==> src/rtl/mre_consts.svh <==
// Purpose: Offsets, field positions, reset values and widths of the executor.
// Assumes: Included by its bare name from package and design files.
// Notes:   Definitions only.
`ifndef MRE_CONSTS_SVH
`define MRE_CONSTS_SVH

`define MRE_DATA_W        8
`define MRE_PTR_W         16
`define MRE_PC_W          15
`define MRE_FADDR_W       7
`define MRE_OFS_W         6
`define MRE_BUS_ADDR_W    4

// Register indices on the plain software port.
`define MRE_REG_ACC       4'h0
`define MRE_REG_OPTION    4'h1
`define MRE_REG_PTR0_LO   4'h2
`define MRE_REG_PTR0_HI   4'h3
`define MRE_REG_PTR1_LO   4'h4
`define MRE_REG_PTR1_HI   4'h5
`define MRE_REG_INTCTL    4'h6
`define MRE_REG_PWRCTL    4'h7
`define MRE_REG_STATUS    4'h8

// Direct addresses that stand for the two indirect windows.
`define MRE_WINDOW0_ADDR  7'h00
`define MRE_WINDOW1_ADDR  7'h01

// Field positions.
`define MRE_GIE_BIT       7
`define MRE_RI_BIT        2

// Reset values.
`define MRE_ACC_RST       8'h00
`define MRE_OPTION_RST    8'hff
`define MRE_PTR_RST       16'h0000
`define MRE_INTCTL_RST    8'h00
`define MRE_PWRCTL_RST    8'h04
`define MRE_STATUS_RST    8'h18

// Indirect mode codes.
`define MRE_MODE_PREINC   2'b00
`define MRE_MODE_PREDEC   2'b01
`define MRE_MODE_POSTINC  2'b10
`define MRE_MODE_POSTDEC  2'b11

`endif

==> src/rtl/mre_pkg.sv <==
// Purpose: Types shared by the instruction executor files.
// Assumes: mre_consts.svh gives the widths.
// Notes:   Opcodes are an already decoded form, not instruction words.
`include "mre_consts.svh"

package mre_pkg;

	typedef enum logic [2:0] {
		MRE_OP_NOP          = 3'h0,
		MRE_OP_STORE_DIRECT = 3'h1,
		MRE_OP_STORE_INDIR  = 3'h2,
		MRE_OP_LOAD_OPTION  = 3'h3,
		MRE_OP_SOFT_RESET   = 3'h4,
		MRE_OP_RET_INT      = 3'h5,
		MRE_OP_RET_SUB      = 3'h6
	} mre_op_t;

	typedef struct packed {
		mre_op_t                     op;
		logic [`MRE_FADDR_W-1:0]     f_addr;
		logic                        ptr_sel;
		logic [1:0]                  indirect_mode_code;
		logic                        rel;
		logic signed [`MRE_OFS_W-1:0] offset;
	} mre_instr_t;

	typedef struct packed {
		logic                    en;
		logic [`MRE_PTR_W-1:0]   addr;
		logic [`MRE_DATA_W-1:0]  data;
	} mre_fwr_t;

	typedef enum logic [1:0] {
		MRE_RS_IDLE = 2'b00,
		MRE_RS_POP  = 2'b01,
		MRE_RS_HOLD = 2'b11
	} mre_ret_state_t;

	// Pointer step with natural 16-bit wrap-around in both directions.
	function automatic logic [`MRE_PTR_W-1:0] mre_ptr_step(
		input logic [`MRE_PTR_W-1:0] p,
		input logic                  up
	);
		mre_ptr_step = up ? p + 16'h0001 : p - 16'h0001;
	endfunction

endpackage

==> src/rtl/mre_exec.sv <==
// Purpose: Executes store, option load, software reset, return and no-op.
// Assumes: Instructions arrive decoded, synchronous to clk_sys_in.
// Notes:   File writes leave one cycle after the instruction is taken.
//
// The strobed register port and the placing of the registers were left to the implementer.
`include "mre_consts.svh"

module mre_exec import mre_pkg::*; (
	input  wire logic                          clk_sys_in,
	input  wire logic                          rst_n_in,
	input  wire logic                          instr_valid_in,
	input  wire mre_instr_t                    instr_in,
	output logic                               instr_ready_out,
	input  wire logic [`MRE_PC_W-1:0]          stack_top_in,
	output logic                               stack_pop_out,
	output logic                               pc_load_out,
	output logic      [`MRE_PC_W-1:0]          pc_out,
	output mre_fwr_t                           fwr_out,
	output logic                               device_reset_req_out,
	output logic      [`MRE_DATA_W-1:0]        option_out,
	output logic                               global_interrupt_enable_out,
	input  wire logic [`MRE_BUS_ADDR_W-1:0]    bus_addr_in,
	input  wire logic [`MRE_DATA_W-1:0]        bus_wdata_in,
	input  wire logic                          bus_wr_in,
	input  wire logic                          bus_rd_in,
	output logic      [`MRE_DATA_W-1:0]        bus_rdata_out
);
	logic [`MRE_DATA_W-1:0]  acc_reg;
	logic [`MRE_DATA_W-1:0]  acc_next;
	logic [`MRE_DATA_W-1:0]  option_reg;
	logic [`MRE_DATA_W-1:0]  option_next;
	logic [`MRE_PTR_W-1:0]   ptr0_reg;
	logic [`MRE_PTR_W-1:0]   ptr0_next;
	logic [`MRE_PTR_W-1:0]   ptr1_reg;
	logic [`MRE_PTR_W-1:0]   ptr1_next;
	logic [`MRE_DATA_W-1:0]  intctl_reg;
	logic [`MRE_DATA_W-1:0]  intctl_next;
	logic [`MRE_DATA_W-1:0]  pwrctl_reg;
	logic [`MRE_DATA_W-1:0]  pwrctl_next;
	logic [`MRE_DATA_W-1:0]  status_reg;
	logic [`MRE_DATA_W-1:0]  status_next;
	logic                    ready_reg;
	logic                    pop_reg;
	logic                    pc_load_reg;
	logic [`MRE_PC_W-1:0]    pc_reg;
	mre_fwr_t                fwr_reg;
	mre_fwr_t                fwr_next;
	logic                    rst_req_reg;
	logic [`MRE_DATA_W-1:0]  rdata_reg;
	logic [`MRE_DATA_W-1:0]  rdata_next;
	logic                    intctl_ret_pending;

	wire logic               take;
	wire logic               is_direct;
	wire logic               is_indir;
	wire logic               is_option;
	wire logic               is_reset;
	wire logic               is_ret_int;
	wire logic               is_ret;
	wire logic               seq_idle;
	wire logic               seq_pop;
	wire logic [`MRE_PTR_W-1:0] sel_ptr;
	wire logic [`MRE_PTR_W-1:0] ind_ea;
	wire logic [`MRE_PTR_W-1:0] ind_ptr_new;
	wire logic [`MRE_PTR_W-1:0] direct_addr;
	wire logic               win0_hit;
	wire logic               win1_hit;
	wire logic               wr_acc;
	wire logic               wr_option;
	wire logic               wr_p0lo;
	wire logic               wr_p0hi;
	wire logic               wr_p1lo;
	wire logic               wr_p1hi;
	wire logic               wr_intctl;
	wire logic               wr_pwrctl;
	wire logic               wr_status;

	// Opcode match gated by the handshake, so a word runs only in a cycle where valid and ready are both high.
	function automatic logic op_hit(input logic taken, input mre_op_t op, input mre_op_t code);
		op_hit = taken && (op == code);
	endfunction

	// Register index compare shared by the software write decoder.
	function automatic logic reg_hit(
		input logic [`MRE_BUS_ADDR_W-1:0] addr,
		input logic [`MRE_BUS_ADDR_W-1:0] idx
	);
		reg_hit = (addr == idx);
	endfunction

	// Instruction decode.
	assign take       = instr_valid_in && ready_reg;
	assign is_direct  = op_hit(take, instr_in.op, MRE_OP_STORE_DIRECT);
	assign is_indir   = op_hit(take, instr_in.op, MRE_OP_STORE_INDIR);
	assign is_option  = op_hit(take, instr_in.op, MRE_OP_LOAD_OPTION);
	assign is_reset   = op_hit(take, instr_in.op, MRE_OP_SOFT_RESET);
	assign is_ret_int = op_hit(take, instr_in.op, MRE_OP_RET_INT);
	assign is_ret     = is_ret_int || op_hit(take, instr_in.op, MRE_OP_RET_SUB);

	// Window addresses resolve through the current pointer, never to storage.
	assign win0_hit    = (instr_in.f_addr == `MRE_WINDOW0_ADDR);
	assign win1_hit    = (instr_in.f_addr == `MRE_WINDOW1_ADDR);
	assign direct_addr = win0_hit ? ptr0_reg :
	                     win1_hit ? ptr1_reg :
	                     {{(`MRE_PTR_W-`MRE_FADDR_W){1'b0}}, instr_in.f_addr};

	// Only the selected pointer steps; the other keeps its value.
	assign sel_ptr = instr_in.ptr_sel ? ptr1_reg : ptr0_reg;

	mre_ptr_unit u_ptr (
		.ptr_in      (sel_ptr),
		.mode_in     (instr_in.indirect_mode_code),
		.rel_in      (instr_in.rel),
		.offset_in   (instr_in.offset),
		.ea_out      (ind_ea),
		.ptr_new_out (ind_ptr_new)
	);

	// The sequencer times ready and the enable set; the pop is registered from the take. Ready comes back two cycles after a return is taken.
	mre_ret_seq u_ret (
		.clk_sys_in (clk_sys_in),
		.rst_n_in   (rst_n_in),
		.start_in   (is_ret),
		.idle_out   (seq_idle),
		.pop_out    (seq_pop)
	);

	// Software port decode.
	assign wr_acc    = bus_wr_in && reg_hit(bus_addr_in, `MRE_REG_ACC);
	assign wr_option = bus_wr_in && reg_hit(bus_addr_in, `MRE_REG_OPTION);
	assign wr_p0lo   = bus_wr_in && reg_hit(bus_addr_in, `MRE_REG_PTR0_LO);
	assign wr_p0hi   = bus_wr_in && reg_hit(bus_addr_in, `MRE_REG_PTR0_HI);
	assign wr_p1lo   = bus_wr_in && reg_hit(bus_addr_in, `MRE_REG_PTR1_LO);
	assign wr_p1hi   = bus_wr_in && reg_hit(bus_addr_in, `MRE_REG_PTR1_HI);
	assign wr_intctl = bus_wr_in && reg_hit(bus_addr_in, `MRE_REG_INTCTL);
	assign wr_pwrctl = bus_wr_in && reg_hit(bus_addr_in, `MRE_REG_PWRCTL);
	assign wr_status = bus_wr_in && reg_hit(bus_addr_in, `MRE_REG_STATUS);

	// Accumulator and status are only touched by software here.
	assign acc_next    = wr_acc ? bus_wdata_in : acc_reg;
	assign status_next = wr_status ? bus_wdata_in : status_reg;

	// An instruction in the same cycle as a software write wins the register.
	assign option_next = is_option ? acc_reg :
	                     wr_option ? bus_wdata_in : option_reg;

	// A pointer step from an indirect store overrides a software byte write in the same cycle.
	always_comb begin
		ptr0_next = ptr0_reg;
		ptr1_next = ptr1_reg;
		if (wr_p0lo) begin
			ptr0_next[7:0] = bus_wdata_in;
		end
		if (wr_p0hi) begin
			ptr0_next[15:8] = bus_wdata_in;
		end
		if (wr_p1lo) begin
			ptr1_next[7:0] = bus_wdata_in;
		end
		if (wr_p1hi) begin
			ptr1_next[15:8] = bus_wdata_in;
		end
		if (is_indir && !instr_in.ptr_sel) begin
			ptr0_next = ind_ptr_new;
		end else if (is_indir) begin
			ptr1_next = ind_ptr_new;
		end
	end

	// The enable set rides the pop cycle and beats a software write in that cycle.
	always_comb begin
		intctl_next = wr_intctl ? bus_wdata_in : intctl_reg;
		if (seq_pop && pc_load_reg && intctl_ret_pending) begin
			intctl_next[`MRE_GIE_BIT] = 1'b1;
		end
	end

	// The hardware clear beats a software write that lands in the same cycle.
	always_comb begin
		pwrctl_next = wr_pwrctl ? bus_wdata_in : pwrctl_reg;
		if (is_reset) begin
			pwrctl_next[`MRE_RI_BIT] = 1'b0;
		end
	end

	// The write leaves one cycle after the take; pre modes address the stepped pointer, post modes the pointer before the step.
	always_comb begin
		fwr_next = '0;
		if (is_direct) begin
			fwr_next.en   = 1'b1;
			fwr_next.addr = direct_addr;
			fwr_next.data = acc_reg;
		end else if (is_indir) begin
			fwr_next.en   = 1'b1;
			fwr_next.addr = ind_ea;
			fwr_next.data = acc_reg;
		end
	end

	// Idle cycles and unmapped indices read as zero.
	always_comb begin
		rdata_next = '0;
		if (!bus_rd_in) begin
			rdata_next = '0;
		end else if (bus_addr_in == `MRE_REG_ACC) begin
			rdata_next = acc_reg;
		end else if (bus_addr_in == `MRE_REG_OPTION) begin
			rdata_next = option_reg;
		end else if (bus_addr_in == `MRE_REG_PTR0_LO) begin
			rdata_next = ptr0_reg[7:0];
		end else if (bus_addr_in == `MRE_REG_PTR0_HI) begin
			rdata_next = ptr0_reg[15:8];
		end else if (bus_addr_in == `MRE_REG_PTR1_LO) begin
			rdata_next = ptr1_reg[7:0];
		end else if (bus_addr_in == `MRE_REG_PTR1_HI) begin
			rdata_next = ptr1_reg[15:8];
		end else if (bus_addr_in == `MRE_REG_INTCTL) begin
			rdata_next = intctl_reg;
		end else if (bus_addr_in == `MRE_REG_PWRCTL) begin
			rdata_next = pwrctl_reg;
		end else if (bus_addr_in == `MRE_REG_STATUS) begin
			rdata_next = status_reg;
		end
	end

	// Remembers that the return in flight is the interrupt kind.
	always_ff @(posedge clk_sys_in or negedge rst_n_in) begin
		if (!rst_n_in) begin
			intctl_ret_pending <= 1'b0;
		end else if (is_ret) begin
			intctl_ret_pending <= is_ret_int;
		end
	end

	// The soft reset raises a request and clears the RI bit of pwrctl; the outer device reset reloads these registers.
	always_ff @(posedge clk_sys_in or negedge rst_n_in) begin
		if (!rst_n_in) begin
			acc_reg    <= `MRE_ACC_RST;
			option_reg <= `MRE_OPTION_RST;
			ptr0_reg   <= `MRE_PTR_RST;
			ptr1_reg   <= `MRE_PTR_RST;
			intctl_reg <= `MRE_INTCTL_RST;
			pwrctl_reg <= `MRE_PWRCTL_RST;
			status_reg <= `MRE_STATUS_RST;
		end else begin
			acc_reg    <= acc_next;
			option_reg <= option_next;
			ptr0_reg   <= ptr0_next;
			ptr1_reg   <= ptr1_next;
			intctl_reg <= intctl_next;
			pwrctl_reg <= pwrctl_next;
			status_reg <= status_next;
		end
	end

	// A return holds ready low for its second cycle; other opcodes never do.
	always_ff @(posedge clk_sys_in or negedge rst_n_in) begin
		if (!rst_n_in) begin
			ready_reg   <= 1'b1;
			pop_reg     <= 1'b0;
			pc_load_reg <= 1'b0;
			pc_reg      <= '0;
			fwr_reg     <= '0;
			rst_req_reg <= 1'b0;
			rdata_reg   <= '0;
		end else begin
			ready_reg   <= seq_idle && !is_ret;
			pop_reg     <= is_ret;
			pc_load_reg <= is_ret;
			pc_reg      <= is_ret ? stack_top_in : pc_reg;
			fwr_reg     <= fwr_next;
			rst_req_reg <= is_reset;
			rdata_reg   <= rdata_next;
		end
	end

	// A no-op is taken and retires without touching any state.

	// Every output is a register copy, so nothing combinational leaves the block.
	assign instr_ready_out             = ready_reg;
	assign stack_pop_out               = pop_reg;
	assign pc_load_out                 = pc_load_reg;
	assign pc_out                      = pc_reg;
	assign fwr_out                     = fwr_reg;
	assign device_reset_req_out        = rst_req_reg;
	assign option_out                  = option_reg;
	assign global_interrupt_enable_out = intctl_reg[`MRE_GIE_BIT];
	assign bus_rdata_out               = rdata_reg;
endmodule

==> src/rtl/mre_ptr_unit.sv <==
// Purpose: Effective address and updated pointer for an indirect store.
// Assumes: Pure combinational; the caller commits the result.
// Notes:   Relative form leaves the pointer untouched.
`include "mre_consts.svh"

module mre_ptr_unit import mre_pkg::*; (
	input  wire logic [`MRE_PTR_W-1:0]         ptr_in,
	input  wire logic [1:0]                    mode_in,
	input  wire logic                          rel_in,
	input  wire logic signed [`MRE_OFS_W-1:0]  offset_in,
	output logic      [`MRE_PTR_W-1:0]         ea_out,
	output logic      [`MRE_PTR_W-1:0]         ptr_new_out
);
	wire logic                  step_up;
	wire logic [`MRE_PTR_W-1:0] stepped;
	wire logic                  pre;
	wire logic [`MRE_PTR_W-1:0] ofs_ext;

	assign step_up = (mode_in == `MRE_MODE_PREINC) || (mode_in == `MRE_MODE_POSTINC);
	assign pre     = (mode_in == `MRE_MODE_PREINC) || (mode_in == `MRE_MODE_PREDEC);
	assign stepped = mre_ptr_step(ptr_in, step_up);
	assign ofs_ext = {{(`MRE_PTR_W-`MRE_OFS_W){offset_in[`MRE_OFS_W-1]}}, offset_in};

	assign ea_out      = rel_in ? ptr_in + ofs_ext : (pre ? stepped : ptr_in);
	assign ptr_new_out = rel_in ? ptr_in : stepped;
endmodule

==> src/rtl/mre_ret_seq.sv <==
// Purpose: Two-cycle sequencer for the return instructions.
// Assumes: start_in is a one-cycle pulse, raised only while the sequencer is idle.
// Notes:   Pop is signalled in the return's second cycle, then the sequencer is idle again.
module mre_ret_seq import mre_pkg::*; (
	input  wire logic clk_sys_in,
	input  wire logic rst_n_in,
	input  wire logic start_in,
	output logic      idle_out,
	output logic      pop_out
);
	mre_ret_state_t state_reg;
	mre_ret_state_t state_next;

	always_comb begin
		state_next = state_reg;
		case (state_reg)
			MRE_RS_IDLE: begin
				if (start_in) begin
					state_next = MRE_RS_POP;
				end
			end
			MRE_RS_POP:  state_next = MRE_RS_IDLE;
			default:     state_next = MRE_RS_IDLE;
		endcase
	end

	always_ff @(posedge clk_sys_in or negedge rst_n_in) begin
		if (!rst_n_in) begin
			state_reg <= MRE_RS_IDLE;
		end else begin
			state_reg <= state_next;
		end
	end

	// Idle looks one cycle ahead so that a registered ready returns in time.
	assign idle_out = (state_next == MRE_RS_IDLE);
	assign pop_out  = (state_reg == MRE_RS_POP);
endmodule

==> config.mk <==
export PLATFORM = sky130hd
export DESIGN_NAME = mre_exec
export DESIGN_NICKNAME = d
export VERILOG_FILES = /design/src/rtl/mre_pkg.sv /design/src/rtl/mre_exec.sv /design/src/rtl/mre_ptr_unit.sv /design/src/rtl/mre_ret_seq.sv
export VERILOG_INCLUDE_DIRS = /design/src /design/src/rtl
export SDC_FILE = /design/constraint.sdc
export NUM_CORES = 1
export LEC_CHECK = 0
export ABC_CLOCK_PERIOD_IN_PS = 3600
export BUFFER_PORTS_ARGS = -buffer_cell sky130_fd_sc_hd__buf_4
export CORE_MARGIN = 10
export CORE_UTILIZATION = 40
export CTS_CLUSTER_DIAMETER = 100
export DETAILED_ROUTE_END_ITERATION = 10
export PLACE_DENSITY = 0.55
export SLEW_MARGIN = 25
export SYNTH_ARGS = -nofsm -noshare
export SYNTH_HDL_FRONTEND = slang
export SYNTH_SLANG_ARGS = --single-unit
==> constraint.sdc <==
create_clock -name clk_sys_in -period 3.6 [get_ports clk_sys_in]
set_clock_uncertainty 0.1 [all_clocks]
set_input_delay 0.72 -clock clk_sys_in [delete_from_list [all_inputs] [get_ports clk_sys_in]]
set_output_delay 0.72 -clock clk_sys_in [all_outputs]
set_load 0.02 [all_outputs]
# ---- Word-level counts from Yosys, hierarchy flattened
# Cells that the tools add are included.
dict set report word_totals {
  regBits 126
  output_inout_bits 61
  wordCells 110
}
dict set report classes {
  addsub 3
  eq_ne 18
  muxes 34
  reduce_logical 35
}
# op count
set ops {}
lappend ops {{2-to-1 mux 16 bit} 10}
lappend ops {{2-to-1 mux 8 bit} 17}
lappend ops {{2-to-1 mux 25 bit} 2}
lappend ops {{logical AND 1 bit} 20}
lappend ops {{adder 16 x 1 -> 16 bit (second input constant)} 1}
lappend ops {{adder 16 bit} 1}
lappend ops {{equality test 4 x 3 -> 1 bit (second input constant)} 4}
lappend ops {{subtractor 16 x 1 -> 16 bit (second input constant)} 1}
lappend ops {{nonzero test 2 bit} 5}
lappend ops {{equality test 3 bit (second input constant)} 3}
lappend ops {{equality test 4 x 2 -> 1 bit (second input constant)} 2}
lappend ops {{equality test 7 x 1 -> 1 bit (second input constant)} 1}
lappend ops {{zero test 7 bit} 1}
lappend ops {{equality test 3 x 2 -> 1 bit (second input constant)} 2}
lappend ops {{zero test 2 bit} 3}
lappend ops {{equality test 2 x 1 -> 1 bit (second input constant)} 2}
lappend ops {{equality test 4 x 1 -> 1 bit (second input constant)} 1}
lappend ops {{equality test 4 bit (second input constant)} 1}
lappend ops {{zero test 4 bit} 1}
lappend ops {{2-to-1 mux 2 bit} 2}
lappend ops {{equality test 3 x 1 -> 1 bit (second input constant)} 1}
lappend ops {{logical OR 1 bit} 3}
lappend ops {{2-to-1 mux 3 bit} 1}
lappend ops {{equality test 2 bit (second input constant)} 1}
lappend ops {{other kinds (2)} 4}

# ---- Logic depth before layout (Yosys ltp)
# Gate-level depths: netlist (run 1).
dict set report depth {
  depth_word 11
  depth_mapped 16
}

# ---- Modules after synthesis
# From an unflattened synthesis (run 1), not the netlist that was laid out.
dict set report hier_totals {
  hier_cells 886
  hier_area_um2 8211.6
}
# module instances cells_per_inst area_per_inst_um2 seq_area_each_um2
set by_module_without_submodules {}
lappend by_module_without_submodules {mre_exec 1 612 6327.3 3118.0}
lappend by_module_without_submodules {mre_ptr_unit 1 268 1805.5 0.0}
lappend by_module_without_submodules {mre_ret_seq 1 6 78.8 50.0}

# ---- Least setup slack after synthesis (run 1)
# OpenSTA, ideal clock, no wires.
dict set report synth_timing {
  path_type {input port to flip-flop}
  startpoint {in instr_in[9] (netlist name)}
  endpoint {reg ptr0_reg[15]}
  setup_ns 0.133
  arrival_ns 4.166
  t_required_ns 3.367
  slack_ns -0.799
  cell_stages 15
  n_path_buf 4
  path_cell_list {buf_4 > buf_2 > buf_1 > buf_1 > mux2_2 > ha_1 > a21o_1 > or3_1 > o311ai_4 > a32oi_1 > a41oi_2 > mux2i_1 > nand2b_1 > xnor2_1 > a21oi_1}
}
dict set report synth_between {
  elab_chain_cells 5
}
# element line
set synth_rtl {}
lappend synth_rtl {{start, declared} mre_exec.sv:12} ;# input wire mre_instr_t instr_in,
lappend synth_rtl {{2-to-1 mux 16 bit} mre_exec.sv:108} ;# assign sel_ptr = instr_in.ptr_sel ? ptr1_reg : ptr0_reg;
lappend synth_rtl {{subtractor 16 x 1 -> 16 bit or adder 16 x 1 -> 16 bit (tied branches)} mre_pkg.sv:44} ;# mre_ptr_step = up ? p + 16'h0001 : p - 16'h0001;
lappend synth_rtl {{2-to-1 mux 16 bit} mre_pkg.sv:44}
lappend synth_rtl {{2-to-1 mux 16 bit} mre_ptr_unit.sv:25} ;# assign ptr_new_out = rel_in ? ptr_in : stepped;
lappend synth_rtl {{2-to-1 mux 16 bit} mre_exec.sv:163} ;# if (is_indir && !instr_in.ptr_sel) begin
lappend synth_rtl {{end signal, assigned} mre_exec.sv:240} ;# ptr0_reg <= `MRE_PTR_RST;
lappend synth_rtl {{end signal, assigned} mre_exec.sv:248} ;# ptr0_reg <= ptr0_next;
lappend synth_rtl {{end, declared} mre_exec.sv:32} ;# logic [`MRE_PTR_W-1:0] ptr0_reg;
# Parallel ways exist; a longest one is shown, timed or not.
# A chain may end at the register's enable or synchronous reset.

==> flow_summary_export.csv, run 1 <==
group,metric,value,unit
finish,multiInputGateArea,4790,um2
critical_path,path_max_fanout,11,
clocking,cts_hold_buffers,0,
timing,timing.slew.headroom,0.357,
critical_path,r2r_start,"ptr1_reg[0]$_DFF_PN0_",
route,drt_first_iter_violations,426,
power,powerDensity,661,nW/um2
clocking,post_cts_buffers,0,
timing,rsz0062_at_grt,"false",
power,finalPower,6.85,mW
grt,grt_pass1_vias,7061,
critical_path,r2r_cells,13,
outcome,outcome,"finished, final reports clean",
synthesis,synth.distinct_cells,70,
timing,finalCritPeriodShare,0.916,
clocking,htreeDepth,4,
placed_design,numPortBuffers,112,
grt,grt_pass1_wl,40200,um
critical_path,crit_type,"in -> reg",
synthesis,ys_warn_count,0,
synthesis,synth_area,8200,um2
route,viasPerCell,5.44,
power,p_leak,4.80,nW
power,worst_ir_drop_vdd,0.000425,V
timing,fin_hold_ws,0.262,ns
timing,final_max_slew_viol_count,0,
worst_hold_path,hold_class,"in -> async",
clocking,clock_tree.root_cell,"clkbuf_16",
synthesis,synthArstFlopShare,1.00,
die,start_util,0.406,
timing,hold_violations,0,
timing,period_minus_slack,3.30,ns
die,die_w,163,um
die,io_pins,113,
die,row_count,52,
critical_path,worstPathRequired,3.78,ns
synthesis,ys_seq_elements,126,
clocking,cts_tree,"yes",
grt,grtUsageTotal,0.192,
run,drv_cap,0,
critical_path,cp-end-kind,"flop",
clocking,cts_buffers,17,
timing,setup_viol,0,
placed_design,dp_hpwl,19400,um
die,die_y,163,um
route,wirelength,25400,um
synthesis,synth_edf_count,0,
finish,drive_gt1_frac,0.315,
die,fp.dieArea,26600,um2
placed_design,place_congestion,0.956,
timing,worst_slew_pin_slew,0.958,ns
finish,largest_reg_flops,25,
route,drc,0,
finish,nets,1088,
grt,antenna_found_initial,0,
timing,max_freq,303,MHz
finish,fillerInstances,1895,
clocking,cts_buffer_depth,2,
clocking,clock-sinks,126,
finish,regArea,3170,um2
finish,antenna_cells,0,
grt,grt-ovfl-total,0,
synthesis,syn-num-nets,936,
route,wl_per_cell,19.7,um
die,core_area,20200,um2
clocking,cts_resized,0,
synthesis,seq_area_frac_synth,0.387,
critical_path,cp-start-kind,"input port",
finish,area_growth,26.3,%
route,drtAntennaViolNets,0,
clocking,clock_latency,0.43,ns
critical_path,r2r_slack,0.41,ns
critical_path,critPathArrivalTime,3.48,ns
finish,utilization,0.513,
route,first_pass_iters,5,
synthesis,synth_ff_type,"dfrtp_1",
clocking,path_clk_slew,0.06,ns
synthesis,avgSynthCellArea,9.59,um2
grt,grt_max_degree,60,
critical_path,reg2reg_to,"fwr_out[22]$_DFF_PN0_",
route,via_count,7015,
synthesis,syn_inst,855,
-- power breakdown --
| part | switching [mW] | internal, mW | leakage, nW |
|---|---|---|---|
| clock network | 0.732 | 1.04 | 0.291 |
| logic | 1.57 | 1.45 | 2.95 |
| registers | 0.310 | 1.75 | 1.56 |
| total | 2.61 | 4.24 | 4.80 |
-- cells by family after synthesis --
kind of cell | synth area share
XOR/XNOR | 0.0374
AND/OR/NAND/NOR | 0.138
buffers and inverters | 0.0360
flip-flops | 0.387
other | 0.000458
adder cells (fa/ha/maj) | 0.0461
multiplexers | 0.192
AO/OA/AOI/OAI | 0.163
-- cell type report --
cell class / instances / area share
timing repair buffer: 180 / 0.132
inverter: 25 / 0.00907
tap: 270 / 0.0326
clock buffer: 17 / 0.0411
sequential: 126 / 0.306
clock inverter: 15 / 0.0166
multi-input combinational: 657 / 0.463
-- per-stage QoR --
| step | TNS [ns] | std cells | instance area [um2] | setup WS (ns) |
|---|---|---|---|---|
| final | 0 | 1290 | 10300 | 0.302 |
| after global routing | 0 | 1290 | 10300 | 0.0241 |
| after CTS | 0 | 1290 | 10300 | 0.302 |
| after detailed placement | -0.852 | 1258 | 9750 | -0.140 |
| after global placement | -0.603 | 1258 | 9750 | -0.112 |
| after floorplan | -0.113 | 855 | 8290 | -0.0446 |
-- synthesized netlist by cell type, drive strengths merged (17+ instances only) --
| cell | instances | area, um2 |
|---|---|---|
| nand2b | 19 | 119 |
| mux2i | 66 | 664 |
| clkbuf | 27 | 101 |
| dfrtp | 114 | 2850 |
| o21ai | 76 | 384 |
| nor2 | 71 | 267 |
| nand2 | 66 | 248 |
| mux2 | 74 | 841 |
| nor2b | 17 | 106 |
| buf | 20 | 100 |
| a21oi | 55 | 275 |
| xnor2 | 25 | 219 |
| o22ai | 19 | 119 |
| inv | 25 | 93.8 |
| ha | 27 | 338 |
-- critical path, stage by stage --
cell,delay (ns)
buf_4,0.20
buf_4,0.22
mux2_4,0.34
ha_4,0.25
a21o_1,0.18
or3_4,0.34
o311ai_4,0.10
nand4_1,0.20
a41oi_2,0.24
mux2i_1,0.30
a22oi_2,0.13
xnor2_1,0.17
o22ai_1,0.08
-- worst max path at each step --
stage,from,end,slack (ns),cells after the start
2_1_floorplan,instr_in[9],ptr1_reg[15]$_DFF_PN0_,-0.04,15
3_3_place_gp,instr_in[9],fwr_out[22]$_DFF_PN0_,-0.11,14
3_5_place_dp,instr_in[9],ptr0_reg[15]$_DFFE_PN0P_,-0.14,13
4_1_cts,instr_in[9],fwr_out[22]$_DFF_PN0_,0.30,14
5_1_grt,instr_in[9],fwr_out[23]$_DFF_PN0_,0.02,12
6_report,instr_in[9],fwr_out[23]$_DFF_PN0_,0.30,13
-- layout by cell type, fill, tap and decap left out, types with 5 or more instances in the layout --
| cell | instances |
|---|---|
| a211oi_1 | 6 |
| a21o_1 | 9 |
| a21oi_1 | 55 |
| a22oi_1 | 5 |
| and2_1 | 6 |
| buf_4 | 179 |
| clkbuf_16 | 17 |
| dfrtp_1 | 114 |
| dfstp_2 | 12 |
| ha_1 | 25 |
| inv_1 | 23 |
| inv_6 | 6 |
| mux2_2 | 70 |
| mux2i_1 | 65 |
| nand2_1 | 66 |
| nand2b_1 | 19 |
| nand3_1 | 11 |
| nor2_1 | 71 |
| nor2b_1 | 17 |
| nor3_1 | 14 |
| o21ai_0 | 60 |
| o21ai_1 | 15 |
| o221ai_1 | 5 |
| o22ai_1 | 19 |
| or3_1 | 7 |
| xnor2_1 | 25 |
| xor2_1 | 10 |
-- per-layer routing --
layer / wire [um] / global-route usage / part of all wire / vias up
li1: - / - / - / 3397
met1: 11500 / 0.248 / 0.45 / 3384
met2: 11800 / 0.309 / 0.46 / 199
met3: 1620 / 0.0539 / 0.064 / 35
met4: 480 / 0.0529 / 0.019 / 0
met5: 0 / 0 / 0 / -
Note: power is estimated with default switching activity, not from simulation.
==> run 2, diff against run 1 <==
--- a/config.mk
+++ b/config.mk
@@ -6,12 +6,14 @@
 export SDC_FILE = /design/constraint.sdc
 export NUM_CORES = 1
 export LEC_CHECK = 0
+export ABC_AREA = 1
 export ABC_CLOCK_PERIOD_IN_PS = 3600
 export BUFFER_PORTS_ARGS = -buffer_cell sky130_fd_sc_hd__buf_4
 export CORE_MARGIN = 10
 export CORE_UTILIZATION = 40
 export CTS_CLUSTER_DIAMETER = 100
 export DETAILED_ROUTE_END_ITERATION = 10
+export GPL_ROUTABILITY_DRIVEN = 0
 export PLACE_DENSITY = 0.55
 export SLEW_MARGIN = 25
 export SYNTH_ARGS = -nofsm -noshare
==> flow_summary_export.csv, run 2 <==
group,metric,value,unit
outcome,outcome,"finished, final reports clean",
timing,rsz0062_at_grt,"false",
clocking,path_clk_slew,0.06,ns
route,wl_per_cell,18.4,um
power,powerDensity,569,nW/um2
synthesis,synth.distinct_cells,53,
timing,max_freq,354,MHz
critical_path,r2r_slack,0.95,ns
placed_design,numPortBuffers,112,
clocking,cts_tree,"yes",
critical_path,cp-start-kind,"input port",
synthesis,post-synth-top-area-cell,"dfrtp_1",
timing,worst_slew_pin_slew,0.834,ns
synthesis,synth_top_family_by_area,"simple AND/OR/NAND/NOR gates",
synthesis,syn_inst,1159,
synthesis,synth_compound_area_frac,0.176,
route,drtAntennaViolNets,0,
timing,fin_hold_ws,0.148,ns
power,intPower,3.41,mW
synthesis,ys_warn_count,0,
timing,finalCritPeriodShare,0.786,
grt,antenna_found_initial,1,
synthesis,muxShareOfSynthArea,0,
timing,final_max_slew_viol_count,0,
grt,grt_pass1_vias,8083,
finish,utilization,0.492,
finish,area_growth,21.0,%
clocking,cts_buffer_depth,2,
power,switching_share,0.399,
clocking,cts_buffers,17,
synthesis,avgSynthCellArea,7.11,um2
route,drt_first_iter_violations,864,
power,combPwrFrac,0.354,
finish,fillerInstances,2079,
power,power.switching,2.26,mW
power,worst_ir_drop_vdd,0.000417,V
die,io_pins,113,
synthesis,synth_area,8240,um2
synthesis,yosys.area.top_type_share,0.346,
die,die_y,163,um
power,clkPwrFrac,0.308,
run,drv_cap,0,
finish,final_common_cell,"nand2_1",
critical_path,path_max_fanout,28,
critical_path,critPathArrivalTime,3.05,ns
synthesis,yosys.area_share.simple,0.293,
clocking,clock_tree.root_cell,"clkbuf_16",
timing,period_minus_slack,2.83,ns
power,finalPower,5.67,mW
die,fp.dieArea,26700,um2
worst_hold_path,hold_class,"in -> async",
placed_design,dp_hpwl,22200,um
synthesis,synth.area.top_cells,"dfrtp_1 (35%), nand2_1 (17%), inv_1 (6.1%)",
critical_path,crit_type,"in -> reg",
grt,grtUsageTotal,0.215,
synthesis,ys_seq_elements,126,
die,start_util,0.407,
route,drc,0,
timing,fin_setup_tns,0,ns
critical_path,worstPathRequired,3.82,ns
synthesis,synthAdderAreaFrac,0.0459,
route,viasPerCell,5.32,
finish,nets,1351,
synthesis,synthTopCellsByCount,"nand2_1 (363), inv_1 (133), dfrtp_1 (114)",
clocking,cts_hold_buffers,0,
grt,grt-ovfl-total,0,
timing,timing.slew.headroom,0.442,
clocking,post_cts_buffers,0,
placed_design,place_ws,0.370,ns
timing,setup_viol,0,
power,seq_power_share,0.338,
route,first_pass_iters,5,
synthesis,seq_area_frac_synth,0.385,
synthesis,synth_edf_count,0,
clocking,clock-sinks,126,
grt,grt_pass1_wl,45000,um
route,via_count,8261,
die,row_count,52,
finish,final_cell_mix,"nand2_1 (363), inv_1 (133), buf_4 (125)",
clocking,htreeDepth,4,
grt,grt_max_degree,58,
route,wirelength,28500,um
finish,drive_gt1_frac,0.174,
synthesis,syn-num-nets,1240,
die,die_w,163,um
timing,fin_ws,0.772,ns
clocking,cts_resized,0,
synthesis,synth.most_common_cell,"nand2_1",
clocking,clock_latency,0.43,ns
finish,largest_reg_flops,25,
synthesis,synth-xor-area-share,0.0138,
timing,hold_violations,0,
synthesis,synthArstFlopShare,1.00,
die,core_area,20200,um2
synthesis,synth_ff_type,"dfrtp_1",
critical_path,cp-end-kind,"flop",
power,p_leak,5.18,nW
==> run 2: cell count changes in the layout (fill, tap and decap cells not counted), moves of 25 or more <==
cell	before	now
nand3_1	11	93
buf_4	179	125
o21ai_0	60	89
mux2_2	70	0
inv_1	23	133
mux2i_1	65	0
nand2_1	66	363
nor2_1	71	46
==> run 2: worst max-delay path, cell delays in order <==
cell and delay, ns:
buf_4 0.32, nand2_1 0.12, o21ai_2 0.14, ha_1 0.23
inv_1 0.06, fa_1 0.39, inv_1 0.10, nand3_1 0.07
nand2_1 0.10, a21oi_1 0.14, inv_1 0.10, nand2_1 0.06
nand2_1 0.09, nand2_1 0.07, nand2_1 0.06, nand2_1 0.04
nand2_1 0.05, a21oi_1 0.06, nand2_1 0.07, nand2_1 0.04
==> run 2: cells by family (layout without fill, tap and decap cells) <==
kind of cell | count (synthesis) | in the layout
simple gates | 562 | 562
fa+ha+maj | 29 | 29
xor+xnor | 13 | 13
other cells | 1 | 2
buf+inv | 177 | 301
compound gates | 251 | 251
flops | 126 | 126
==> run 2: area by class of cell <==
type / count / area (um2) / share of cell area
clock buffer: 18 / 439 / 0.0441
multi-input combinational: 856 / 4360 / 0.438
antenna: 1 / 2.50 / 0.000251
inverter: 142 / 538 / 0.0540
sequential: 126 / 3170 / 0.318
clock inverter: 14 / 143 / 0.0143
timing repair buffer: 127 / 970 / 0.0973
tap: 270 / 338 / 0.0339
==> run 2: final timing paths <==
path / from / to / depth (start not counted)
max: instr_in[9] / fwr_out[20]$_DFF_PN0_ / 20
min: rst_n_in / fwr_out[23]$_DFF_PN0_ / 1
max reg2reg: ptr0_reg[1]$_DFFE_PN0P_ / fwr_out[20]$_DFF_PN0_ / 18
min reg2reg: u_ret.state_reg[0]$_DFF_PN0_ / u_ret.state_reg[0]$_DFF_PN0_ / 1
max in group asynchronous: rst_n_in / instr_ready_out$_DFF_PN1_ / 2
min in group clk_sys_in: u_ret.state_reg[0]$_DFF_PN0_ / u_ret.state_reg[0]$_DFF_PN0_ / 1
==> run 2: through the flow <==
| stage | std cells | instance area, um2 |
|---|---|---|
| after floorplan | 1159 | 8240 |
| after global placement | 1521 | 9380 |
| after detailed placement | 1521 | 9380 |
| after CTS | 1553 | 9960 |
| after global routing | 1553 | 9960 |
| final | 1554 | 9960 |
==> run 2: power groups by stage <==
stage | Clock, mW | Sequential [mW] | Combinational, mW
final | 1.74 | 1.91 | 2.01
after global routing | 1.83 | 1.94 | 2.27
after CTS | 1.78 | 1.91 | 2.00
after detailed placement | 0 | 1.92 | 2.00
after global placement | 0 | 1.93 | 1.98
after floorplan | 0 | 1.95 | 1.26
==> run 2: routing by layer <==
metal	global-route usage	vias to the layer above	wire length [um]	share of wire
met1	0.298	3861	13000	0.46
li1	-	4051	-	-
met5	0	-	0	0
met2	0.322	310	12700	0.44
met4	0.0743	0	636	0.022
met3	0.0511	39	2220	0.078
